### config.mk
export PLATFORM = sky130hd
export DESIGN_NAME = mcuad_core
export DESIGN_NICKNAME = d
export VERILOG_FILES = /design/src/design/mcuad_pkg.sv /design/src/design/mcuad_core.sv
export VERILOG_INCLUDE_DIRS = /design/src /design/src/design
export SDC_FILE = /design/constraint.sdc
export NUM_CORES = 1
export LEC_CHECK = 0
export ABC_CLOCK_PERIOD_IN_PS = 2600
export BUFFER_PORTS_ARGS = -buffer_cell sky130_fd_sc_hd__buf_2
export CORE_MARGIN = 2
export CORE_UTILIZATION = 50
export CTS_CLUSTER_SIZE = 14
export DETAILED_ROUTE_END_ITERATION = 8
export PLACE_DENSITY = 0.69
export SYNTH_ARGS = -nofsm -noshare
export SYNTH_HDL_FRONTEND = slang
export SYNTH_SLANG_ARGS = --single-unit
export TNS_END_PERCENT = 30
### constraint.sdc
create_clock -name mclk -period 2.6 [get_ports mclk]
set_input_delay 0.52 -clock mclk [delete_from_list [all_inputs] [get_ports mclk]]
set_output_delay 0.52 -clock mclk [all_outputs]
set_load 0.02 [all_outputs]
### src/design/mcuad_params.svh
/*
 * Constants of the execute-stage datapath: offsets, reset values, counts.
 * Assumes it is included by bare name from the core.
 */
`ifndef MCUAD_PARAMS_SVH
`define MCUAD_PARAMS_SVH
// system clocks in one instruction cycle
`define MCUAD_CLK_PER_ICYC 4
// sector-0 offset of the program counter low byte
`define MCUAD_PC_LOW_ADDR 8'h06
// reset values
`define MCUAD_WREG_RST 8'h00
`define MCUAD_FLAG_RST 1'b0
// decimal adjust constants
`define MCUAD_BCD_DIGIT_MAX 4'h9
`define MCUAD_BCD_LOW_FIX 9'h006
`define MCUAD_BCD_HIGH_FIX 9'h060
`endif

### src/design/mcuad_pkg.sv
/*
 * Types of the execute-stage datapath: the operation codes.
 * Assumes the sequencer decodes opcodes into these values.
 */
package mcuad_pkg;
	typedef enum logic [5:0] {
		OP_NOP, OP_ADD_M, OP_ADD_X, OP_ADD_TO_MEM, OP_ADC_M, OP_ADC_TO_MEM,
		OP_SUB_X, OP_SUB_M, OP_SUB_TO_MEM, OP_SUBB_X, OP_SUBB_M,
		OP_SUBB_TO_MEM, OP_DEC_ADJ, OP_AND_M, OP_OR_M, OP_XOR_M,
		OP_AND_TO_MEM, OP_OR_TO_MEM, OP_XOR_TO_MEM, OP_AND_X, OP_OR_X,
		OP_XOR_X, OP_INV, OP_INV_TO_REG, OP_INC, OP_INC_TO_REG, OP_DEC,
		OP_DEC_TO_REG, OP_ROR, OP_ROR_TO_REG, OP_ROL, OP_ROL_TO_REG,
		OP_RORC, OP_RORC_TO_REG, OP_ROLC, OP_ROLC_TO_REG, OP_SET_BIT,
		OP_CLR_BIT, OP_SKIP_ZERO, OP_SKIP_NZ, OP_SKIP_BIT_Z, OP_SKIP_BIT_NZ,
		OP_JUMP, OP_CALL, OP_RET
	} mcuad_op_t;
endpackage

### src/design/mcuad_core.sv
/*
 * Execute stage of an 8-bit core: arithmetic, logic, rotate, bit, skip
 * and call/return flow. Assumes the sequencer presents one decoded
 * operation with its sector-0 memory byte already read, and performs
 * the fetch and the stack itself; the memory write comes from this stage.
 */
`timescale 1ns/10ps
`include "mcuad_params.svh"
module mcuad_core import mcuad_pkg::*; #(
	parameter int CLK_PER_ICYC = `MCUAD_CLK_PER_ICYC,
	parameter int SECTOR_W = 3
) (
	// clock and reset
	input wire logic mclk,
	input wire logic rst_b,
	// operation request from the sequencer
	input wire logic op_valid,
	input wire mcuad_op_t op_code,
	input wire logic [7:0] op_imm,
	input wire logic [2:0] op_bit,
	input wire logic [SECTOR_W-1:0] op_sector,
	input wire logic [7:0] op_addr,
	input wire logic [7:0] mem_rdata,
	input wire logic [15:0] ret_addr,
	output logic ready_r,
	output logic done_r,
	output logic err_r,
	// sector-0 memory write
	output logic mem_we_r,
	output logic [7:0] mem_addr_r,
	output logic [7:0] mem_wdata_r,
	// program flow to the sequencer
	output logic skip_r,
	output logic jump_r,
	output logic push_r,
	output logic [15:0] push_addr_r,
	output logic pop_r,
	// working register and status flags
	output logic [7:0] working_register,
	output logic zero_r,
	output logic carry_r,
	output logic nibble_carry_bit,
	output logic signed_range_error,
	output logic signed_carry_bit,
	output logic chained_null_bit
);
	localparam int CW = 8;
	generate
		if (CLK_PER_ICYC < 2 || CLK_PER_ICYC > 64) begin : g_bad_cpi
			$error("CLK_PER_ICYC must lie in 2..64");
		end
	endgenerate

	// 8-bit adder: {overflow, nibble carry, carry, sum}
	function automatic logic [10:0] add8(input logic [7:0] a,
		input logic [7:0] b, input logic cin);
		logic [8:0] s;
		logic [4:0] lo;
		s = {1'b0, a} + {1'b0, b} + {8'h00, cin};
		lo = {1'b0, a[3:0]} + {1'b0, b[3:0]} + {4'h0, cin};
		add8 = {(a[7] == b[7]) && (s[7] != a[7]), lo[4], s};
	endfunction

	// reset release through two flops
	logic rst_s1_r, rst_s2_r;
	always_ff @(posedge mclk or negedge rst_b) begin
		if (!rst_b) begin
			rst_s1_r <= 1'b0;
			rst_s2_r <= 1'b0;
		end else begin
			rst_s1_r <= 1'b1;
			rst_s2_r <= rst_s1_r;
		end
	end
	wire logic rstn = rst_s2_r;

	wire logic take = op_valid && ready_r;
	logic [7:0] opnd, res;
	logic [10:0] ar;
	logic to_mem, to_reg, mem_use, skip, flow_jmp, flow_call, flow_ret;
	logic [1:0] icyc;
	logic fz, fc, fn, fo, fs, fcz;
	logic [8:0] bcd;

	// decode and compute; flags default to held values
	always_comb begin
		opnd = (op_code inside {OP_ADD_X, OP_SUB_X, OP_SUBB_X, OP_AND_X,
			OP_OR_X, OP_XOR_X}) ? op_imm : mem_rdata;
		res = mem_rdata;
		to_mem = 1'b0;
		to_reg = 1'b0;
		mem_use = 1'b1;
		skip = 1'b0;
		flow_jmp = 1'b0;
		flow_call = 1'b0;
		flow_ret = 1'b0;
		icyc = 2'd1;
		fz = zero_r;
		fc = carry_r;
		fn = nibble_carry_bit;
		fo = signed_range_error;
		fs = signed_carry_bit;
		fcz = chained_null_bit;
		bcd = 9'h000;
		// subtract is a + ~b + carry-in; carry out high means no borrow
		case (op_code)
			OP_SUB_X, OP_SUB_M, OP_SUB_TO_MEM:
				ar = add8(working_register, ~opnd, 1'b1);
			OP_SUBB_X, OP_SUBB_M, OP_SUBB_TO_MEM:
				ar = add8(working_register, ~opnd, carry_r);
			OP_ADC_M, OP_ADC_TO_MEM:
				ar = add8(working_register, opnd, carry_r);
			default:
				ar = add8(working_register, opnd, 1'b0);
		endcase
		case (op_code)
			OP_ADD_M, OP_ADD_X, OP_ADC_M, OP_ADD_TO_MEM, OP_ADC_TO_MEM,
			OP_SUB_X, OP_SUB_M, OP_SUB_TO_MEM, OP_SUBB_X, OP_SUBB_M,
			OP_SUBB_TO_MEM: begin
				res = ar[7:0];
				to_mem = op_code inside {OP_ADD_TO_MEM, OP_ADC_TO_MEM,
					OP_SUB_TO_MEM, OP_SUBB_TO_MEM};
				to_reg = !to_mem;
				fz = (ar[7:0] == 8'h00);
				fc = ar[8];
				fn = ar[9];
				fo = ar[10];
				fs = ar[10] ^ ar[7];
				if (op_code inside {OP_SUB_X, OP_SUB_M, OP_SUB_TO_MEM})
					fcz = fz;
				else if (op_code inside {OP_SUBB_X, OP_SUBB_M, OP_SUBB_TO_MEM})
					fcz = fz && chained_null_bit;
			end
			OP_DEC_ADJ: begin
				bcd = {1'b0, working_register};
				if (bcd[3:0] > `MCUAD_BCD_DIGIT_MAX || nibble_carry_bit)
					bcd = bcd + `MCUAD_BCD_LOW_FIX;
				if (bcd[7:4] > `MCUAD_BCD_DIGIT_MAX || carry_r || bcd[8])
					bcd = bcd + `MCUAD_BCD_HIGH_FIX;
				res = bcd[7:0];
				to_mem = 1'b1;
				fc = carry_r || bcd[8];
			end
			OP_AND_M, OP_AND_X, OP_AND_TO_MEM:
				res = working_register & opnd;
			OP_OR_M, OP_OR_X, OP_OR_TO_MEM:
				res = working_register | opnd;
			OP_XOR_M, OP_XOR_X, OP_XOR_TO_MEM:
				res = working_register ^ opnd;
			OP_INV, OP_INV_TO_REG: res = ~mem_rdata;
			OP_INC, OP_INC_TO_REG: res = mem_rdata + 8'h01;
			OP_DEC, OP_DEC_TO_REG: res = mem_rdata - 8'h01;
			OP_ROR, OP_ROR_TO_REG: res = {mem_rdata[0], mem_rdata[7:1]};
			OP_ROL, OP_ROL_TO_REG: res = {mem_rdata[6:0], mem_rdata[7]};
			OP_RORC, OP_RORC_TO_REG: begin
				res = {carry_r, mem_rdata[7:1]};
				fc = mem_rdata[0];
			end
			OP_ROLC, OP_ROLC_TO_REG: begin
				res = {mem_rdata[6:0], carry_r};
				fc = mem_rdata[7];
			end
			OP_SET_BIT: res = mem_rdata | (8'h01 << op_bit);
			OP_CLR_BIT: res = mem_rdata & ~(8'h01 << op_bit);
			OP_SKIP_ZERO: skip = (mem_rdata == 8'h00);
			OP_SKIP_NZ: skip = (mem_rdata != 8'h00);
			OP_SKIP_BIT_Z: skip = !mem_rdata[op_bit];
			OP_SKIP_BIT_NZ: skip = mem_rdata[op_bit];
			OP_JUMP: flow_jmp = 1'b1;
			OP_CALL: flow_call = 1'b1;
			OP_RET: flow_ret = 1'b1;
			default: mem_use = 1'b0;
		endcase
		if (op_code inside {OP_JUMP, OP_CALL, OP_RET})
			mem_use = 1'b0;
		// logic, invert, increment and decrement touch only zero
		if (op_code inside {[OP_AND_M:OP_DEC_TO_REG]}) begin
			fz = (res == 8'h00);
			to_mem = op_code inside {OP_AND_TO_MEM, OP_OR_TO_MEM,
				OP_XOR_TO_MEM, OP_INV, OP_INC, OP_DEC};
			to_reg = !to_mem;
		end
		if (op_code inside {[OP_ROR:OP_CLR_BIT]}) begin
			to_mem = op_code inside {OP_ROR, OP_ROL, OP_RORC, OP_ROLC,
				OP_SET_BIT, OP_CLR_BIT};
			to_reg = !to_mem;
		end
		if (skip || flow_jmp || flow_call || flow_ret)
			icyc = 2'd2;
		if (to_mem && op_addr == `MCUAD_PC_LOW_ADDR)
			icyc = 2'd2;
	end

	// memory operands outside sector 0 are refused
	wire logic bad_sector = mem_use && (op_sector != '0);
	wire logic go = take && !bad_sector;

	// instruction-cycle timer; ready again after icyc*CLK_PER_ICYC clocks
	logic busy_r;
	logic [7:0] left_r;
	logic [1:0] pend_r;
	always_ff @(posedge mclk or negedge rstn) begin
		if (!rstn) begin
			busy_r <= 1'b0;
			ready_r <= 1'b0;
			left_r <= 8'h00;
			done_r <= 1'b0;
		end else begin
			done_r <= 1'b0;
			if (go) begin
				busy_r <= 1'b1;
				ready_r <= 1'b0;
				left_r <= 8'(int'(icyc) * CLK_PER_ICYC - 2);
			end else if (busy_r) begin
				if (left_r == 8'h00) begin
					busy_r <= 1'b0;
					ready_r <= 1'b1;
					done_r <= 1'b1;
				end else begin
					left_r <= left_r - 8'h01;
				end
			end else begin
				ready_r <= 1'b1;
			end
		end
	end

	// flow pulses held until the instruction ends
	logic skip_p_r, jump_p_r, call_p_r, ret_p_r;
	always_ff @(posedge mclk or negedge rstn) begin
		if (!rstn) begin
			{skip_p_r, jump_p_r, call_p_r, ret_p_r} <= 4'h0;
			{skip_r, jump_r, push_r, pop_r} <= 4'h0;
			push_addr_r <= 16'h0000;
			err_r <= 1'b0;
		end else begin
			err_r <= take && bad_sector;
			{skip_r, jump_r, push_r, pop_r} <= 4'h0;
			if (go) begin
				skip_p_r <= skip;
				jump_p_r <= flow_jmp || (to_mem && icyc == 2'd2);
				call_p_r <= flow_call;
				ret_p_r <= flow_ret;
				if (flow_call)
					push_addr_r <= ret_addr;
			end else if (busy_r && left_r == 8'h00) begin
				{skip_r, jump_r, push_r, pop_r} <=
					{skip_p_r, jump_p_r || call_p_r, call_p_r, ret_p_r};
			end
		end
	end

	// result write: working register or one memory write pulse
	always_ff @(posedge mclk or negedge rstn) begin
		if (!rstn) begin
			working_register <= `MCUAD_WREG_RST;
			mem_we_r <= 1'b0;
			mem_addr_r <= 8'h00;
			mem_wdata_r <= 8'h00;
		end else begin
			mem_we_r <= go && to_mem;
			if (go && to_mem) begin
				mem_addr_r <= op_addr;
				mem_wdata_r <= res;
			end
			if (go && to_reg)
				working_register <= res;
		end
	end

	// status flags
	always_ff @(posedge mclk or negedge rstn) begin
		if (!rstn) begin
			{zero_r, carry_r, nibble_carry_bit} <= {3{`MCUAD_FLAG_RST}};
			signed_range_error <= `MCUAD_FLAG_RST;
			signed_carry_bit <= `MCUAD_FLAG_RST;
			chained_null_bit <= `MCUAD_FLAG_RST;
		end else if (go) begin
			{zero_r, carry_r, nibble_carry_bit} <= {fz, fc, fn};
			signed_range_error <= fo;
			signed_carry_bit <= fs;
			chained_null_bit <= fcz;
		end
	end
endmodule // mcuad_core

==> run metrics, run 1 <==
GRT Util Overall 37.1%; clock root cell clkbuf_16; Min-Delay Path Class reg2reg; Final min period 4230 ps; critical path fanouts, max 5; initial core utilization 51.3%; R2R cell count 10; met2 usage a little over three fifths; leakage dissipation 0.00501 uW; GRT busiest layer met2; Crit-path slowest cell or4_1; row count 42; Tcrit/Tclk final 163%; most common cell after layout, fill and taps aside buf_4; Hold Slack approximately 380 ps; Synthesized Nets around 940; worst r2r src working_register[0]$_DFFE_PN0P_; CTS tree done; final setup margin -1630 ps; wire per inst just over 20 um; PwrDens 1060 nW/um2; clock latency on the worst-skew pair around 350 ps; critical path arrival 4460 ps; max incr delay on CP approximately 480 ps; Post-Synthesis Cells 836; Clock Path Buffers 2; Final Hold Vio Count 0; Crit. Startpoint op_code[2]; Num CTS Buffers 9; M1 GR Usage just under 50%; H-tree depth 3; hpwl dp slightly above 20,000 um; run status finished with violations; Layout Skew 10.6 ps; Setup WS pre-CTS -2080 ps; CP Capture Type flip-flop; CP required 2840 ps; die height approximately 120 um; Buf/Inv on CP 4; Post-Layout Cell Count 1,369; RSZ-0062 raised after global routing yes; critical path's top delay family simple AND/OR/NAND/NOR gates; clock-pin slew on the worst setup and hold paths roughly 60 ps; Synth cell types 86; first-pass GRT wire length roughly 42,000 um; Via density about 6.1; mapped cell area 6830 um2; Core Region roughly 13,000 um2; die span in x 121 um; total routed wirelength 28,100 um; violated checks setup timing; TritonRoute pass-1 iters 8; number of synthesized flops with an enable pin 0; die footprint between 10,000 and 15,000 um2; crit path kind in2reg; worst slew pin tran 871 ps; Syn-to-layout area delta 56.0%; flop2flop setup slack -1010 ps; antenna violations before repair 0; CP Depth 19; Final Setup Violations 22; Congestion Overflow GR 0; Synth Warn # 0; Reg-to-Reg End zero_r$_DFFE_PN0P_; DRC Markers 0; pin count of the biggest net entering global routing 68; max_slew headroom a little over two fifths; Max Cap Violations 0; CTS Sinks between 60 and 70; asr flop ratio synth between 90% and 100%; Port Buf Inserts about 110; layout cells sized above 1 approximately 47%; Final ANT Viol Nets 0; Vias roughly 8.4k; Critical Path Sink zero_r$_DFFE_PN0P_; f_max approximately 240 MHz; CP startpoint kind input pin; worst path cell trace buf_8, inv_4, nand2_2, mux2i_1, a21oi_2, o22ai_4, nand2_4, mux2_4, ha_4, inv_2, fa_2, inv_2, ha_4, a222oi_1, mux2_4, o211ai_1, or4_1, or3_4, o41ai_2; post-synthesis sequential element count ~70; Final Net Count 1,286; routing usage on met3 under 10%; worst vdd ir 0.00119 V; final instance area about 11,000 um2; Syn Area/Cell approximately 8 um2; post-synthesis sequential area ratio ~25%; most frequent cells in the layout 261 x buf_4, 105 x buf_2, 80 x nand2_1; Main synth FF type dfrtp_1; vias in the first global route around 7.9k; final slew viol count 0; Power Total 11,300 uW; fill cell instance count of the final layout 893; initial detailed-routing violation count around 1.0k; dpl cell area between 9000 and 10,000 um2; RD Place Congestion 1.04; placed insts ~1.3k; I/O pins ~110
==> worst register-to-register path: cells and delay by family, from the launching register on <==
kind	cells	cell delay, ps
AO/OA/AOI/OAI	3	680
adder cells (fa/ha/maj)	3	1070
buffers and inverters	1	180
flip-flops	1	460
multiplexers	1	250
AND/OR/NAND/NOR	2	880
==> logic make-up after synthesis <==
group	synth area share (%)
AND/OR/NAND/NOR	24.0
AO/OA/AOI/OAI	22.0
buffers and inverters	5.22
flip-flops	25.3
multiplexers	10.3
adder cells (fa/ha/maj)	8.39
XOR/XNOR	4.75
other	0.0549
==> metrics by stage <==
step / utilization [%] / setup TNS [ps]
4_1_cts: 76.5 / -24660
3_5_place_dp: 70.9 / -42520
2_1_floorplan: - / -32930
6_report: 80.1 / -26960
3_3_place_gp: 70.9 / -40740
5_1_grt: 80.1 / -29160
==> cells in the mapped netlist, types with 4 or more instances <==
cell type | number | area (um2)
nand2_1 | 84 | 315
nor2_1 | 78 | 293
dfrtp_1 | 69 | 1730
a21oi_1 | 49 | 245
o21ai_0 | 42 | 210
ha_1 | 41 | 513
mux2_2 | 40 | 450
inv_1 | 38 | 143
xnor2_1 | 34 | 298
clkbuf_1 | 25 | 93.8
mux2i_1 | 21 | 210
nand3_1 | 21 | 105
nor3_1 | 20 | 100
o211ai_1 | 17 | 128
o22ai_1 | 17 | 106
nand2b_1 | 14 | 87.6
nor2b_1 | 14 | 87.6
buf_2 | 11 | 55.1
a211oi_1 | 10 | 75.1
nor4_1 | 10 | 62.6
or3_1 | 9 | 56.3
nor3b_1 | 8 | 60.1
o221ai_1 | 8 | 70.1
a31oi_1 | 7 | 43.8
nand3b_1 | 7 | 52.6
and2_1 | 6 | 37.5
and3_1 | 6 | 37.5
nor4b_1 | 6 | 52.6
nand4_1 | 5 | 31.3
o21a_1 | 5 | 37.5
or2_2 | 5 | 31.3
or4_1 | 5 | 37.5
a21o_1 | 4 | 30.0
a22oi_1 | 4 | 30.0
and3b_1 | 4 | 35.0
buf_1 | 4 | 15.0
nor4bb_1 | 4 | 40.0
o221a_2 | 4 | 45.0
o31a_1 | 4 | 35.0
o31ai_1 | 4 | 30.0
o41ai_1 | 4 | 35.0
==> how the worst min path moves through the flow <==
stage          cells past startpoint                        end  slack [ps]                from
2_1_floorplan                      0         rst_s1_r$_DFF_PN0_         220               rst_b
3_3_place_gp                       1         rst_s1_r$_DFF_PN0_         310               rst_b
3_5_place_dp                       1         rst_s1_r$_DFF_PN0_         320               rst_b
4_1_cts                            3  mem_addr_r[1]$_DFFE_PN0P_         370          op_addr[1]
5_1_grt                            3  mem_addr_r[3]$_DFFE_PN0P_         380          op_addr[3]
6_report                           0         rst_s2_r$_DFF_PN0_         380  rst_s1_r$_DFF_PN0_
==> where the power goes <==
| group | leakage [uW] | switching (uW) | internal (uW) | total, uW |
|---|---|---|---|---|
| Clock | 0.000142 | 520 | 746 | 1270 |
| Sequential | 0.000890 | 237 | 1390 | 1620 |
| Combinational | 0.00397 | 4440 | 3990 | 8430 |
| Total | 0.00501 | 5200 | 6120 | 11300 |
==> area by class of cell <==
cell class / instances / area, um2 / area share, %
antenna: 1 / 2.50 / 0.0235
clock buffer: 9 / 225 / 2.11
clock inverter: 7 / 72.6 / 0.681
inverter: 39 / 165 / 1.55
multi-input combinational: 683 / 5530 / 51.9
sequential: 69 / 1730 / 16.2
tap: 176 / 220 / 2.07
timing repair buffer: 385 / 2710 / 25.4
==> per-layer routing <==
metal  part of all wire, %  up-vias
met2                    48      467
met3                   8.0       86
met4                   3.7        0
met5                     0        -
li1                      -     3789
met1                    40     4035
==> timing repair <==
action,CTS,global route
setup endpoints to repair,22,49
setup buffers,15,19
resized for setup,65,79
hold buffers,1,0
pin swaps,33,61
endpoints found under the hold margin,2,0
==> flip-flops by register name, indices dropped and copies added, names as in the netlist, 8 cells and up <==
name,flops
mem_wdata_r,8
push_addr_r,16
mem_addr_r,8
working_register,8
left_r,8
No activity file was read; power rests on OpenSTA's default activity.
==> inputs of run 2 (changes only) <==
- TNS_END_PERCENT: 30 -> 5
==> run 2 against run 1 <==
  * The run still ends with setup timing left
  * Utilization down 2.9 points
  * Critical path depth up 1
  * Sequential cell count unchanged
  * Wire length down 5.3%
  * Sequential power about the same
  * Power down 8.8%
  * Highest routed layer unchanged
==> run metrics, run 2 (synthesized netlist as in run 1, its figures left out) <==
run status finished with violations; violated checks setup timing; worst r2r src working_register[0]$_DFFE_PN0P_; hpwl dp 20,300 um (about the same); Hold Startpoint rst_s1_r$_DFF_PN0_; PwrDens 1010 nW/um2 (-5.4%); Clock Path Buffers 2 (unchanged); Reg-to-Reg End zero_r$_DFFE_PN0P_; Layout Skew 7.97 ps (-2.59 ps); wire per inst 19.6 um (-4.3%); Num CTS Buffers 9 (unchanged); CP startpoint kind input pin; Min-Delay Path Class reg2reg; leakage dissipation 0.00490 uW (-2.1%); worst slew pin tran 847 ps (-23.9 ps); Core Region 13,300 um2 (unchanged); most common cell after layout, fill and taps aside buf_4; Final Hold Vio Count 0 (unchanged); max_slew headroom 43.5% (+1.6 points); CTS tree done; RD Place Congestion 0.967 (-6.9%); critical path arrival 4440 ps (-20 ps); antenna violations before repair 0 (unchanged); Setup WS pre-CTS -2110 ps (-28.9 ps); largest register by flop count push_addr_r; first-pass GRT wire length 41,200 um (-2.4%); I/O pins 109 (unchanged); die height 121 um (unchanged); worst hold endpoint rst_s2_r$_DFF_PN0_; Port Buf Inserts 108 (unchanged); final slew viol count 0 (unchanged); H-tree depth 3 (unchanged); die span in x 121 um (unchanged); # diodes 0 (-1); crit-path most repeated cell nand2_4; clock latency on the worst-skew pair 330 ps (-20 ps); critical path fanouts, max 5 (unchanged); row count 42 (unchanged); flop2flop setup slack -1010 ps (about the same); total routed wirelength 26,600 um (-5.3%); most frequent cells in the layout 250 x buf_4, 104 x buf_2, 80 x nand2_1; Power Total 10,300 uW (-8.8%); Vias 8,058 (-3.8%); crit path kind in2reg; Tcrit/Tclk final 162% (-0.73 points); RSZ-0062 raised after global routing yes; TritonRoute pass-1 iters 5 (-3); initial detailed-routing violation count 810 (-22%); worst path cell trace buf_8, clkinv_4, nand2_4, mux2i_1, a21oi_2, o22ai_4, nand2_4, mux2_4, inv_4, ha_4, fa_2, or4_4, o31a_1, a31oi_4, xnor2_2, o22ai_2, o21ai_2, nand4b_1, or3_4, o41ai_2; CP required 2830 ps (about the same); R2R cell count 12 (+2); CTS Sinks 69 (unchanged); Congestion Overflow GR 0 (unchanged); Final min period 4210 ps (-19.1 ps); Crit-path slowest cell or4_4; max reg flops 16 (unchanged); die footprint 14,600 um2 (unchanged); initial core utilization 51.3% (unchanged); Final Net Count 1,272 (-1.1%); Max Cap Violations 0 (unchanged); clock root cell clkbuf_16; Hold Slack 348 ps (-30.2 ps); Final ANT Viol Nets 0 (unchanged); vias in the first global route 7,736 (-2.2%); final setup margin -1610 ps (+19.1 ps); Crit. Startpoint op_code[2]; GRT Util Overall 36.1% (-1.1 points); DRC Markers 0 (unchanged); hold depth 0 (unchanged); Syn-to-layout area delta 50.5%; CP Capture Type flip-flop; layout cells sized above 1 44.7% (-2.8 points); max incr delay on CP 530 ps (+50 ps); worst vdd ir 0.000857 V (-28%); Final Setup Violations 22 (unchanged); pin count of the biggest net entering global routing 68 (unchanged); f_max 238 MHz (+0.45%); clock-pin slew on the worst setup and hold paths 60 ps (about the same); Via density 5.95 (-2.7%)
run 2: changes by cell type in the layout (fill, tap and decap cells not counted), moves of 4 or more:
cell / delta
mux2_2: +6
inv_1: +4
mux2_4: -6
o21ai_1: -5
ha_1: +4
ha_4: -5
buf_4: -11
run 2: cell type report:
cell class	instances	area, um2
clock inverters	6	88.8
well taps	176	220
inverters	39	161
flip-flops and latches	69	1730
fillers	960	3020
repair buffers	371	2600
multi-input cells	683	5240
clock buffers	10	229
run 2: timing repair:
item,CTS,global route
setup endpoints to repair,52,55
buffers inserted,11,6
hold endpoints to repair,2,0
resized for setup,67,58
pin swaps,23,15
hold buffers,1,0
run 2: critical path, delay by kind of cell:
family	cells	cell delay, ps
XOR/XNOR	1	150
AND/OR/NAND/NOR	5	1280
AO/OA/AOI/OAI	7	1320
buffers and inverters	3	200
adder cells (fa/ha/maj)	2	540
multiplexers	2	440
run 2: metrics by stage:
| step | area [um2] | TNS [ps] | util [%] | cells |
|---|---|---|---|---|
| 5_1_grt | 10300 | -29890 | 77.3 | 1354 |
| 6_report | 10300 | -26030 | 77.3 | 1354 |
| 2_1_floorplan | 6960 | -34660 | - | 836 |
| 3_3_place_gp | 9280 | -48730 | 69.8 | 1321 |
| 3_5_place_dp | 9280 | -50340 | 69.8 | 1321 |
| 4_1_cts | 10000 | -28200 | 75.2 | 1349 |
run 2: report_power, final:
part,switching (uW),total (uW),internal (uW)
Combinational,3890,7360,3470
Clock,495,1340,841
Sequential,240,1630,1390
run 2: worst max path at each step:
stage | slack (ps) | cells past startpoint | to
final | -1610 | 20 | zero_r$_DFFE_PN0P_
after global placement | -2090 | 17 | zero_r$_DFFE_PN0P_
after detailed placement | -2110 | 17 | zero_r$_DFFE_PN0P_
after floorplan | -1910 | 20 | zero_r$_DFFE_PN0P_
after CTS | -1510 | 17 | zero_r$_DFFE_PN0P_
after global routing | -1770 | 20 | carry_r$_DFFE_PN0P_
run 2: routing by layer:
metal  vias up  routed length (um)  global-route usage (%)
met3        67                2080                    6.75
met1      3865               11000                    48.3
met2       364               12600                    57.9
li1       3762                   -                       -
met4         0                 935                    13.3
met5         -                   0                       0
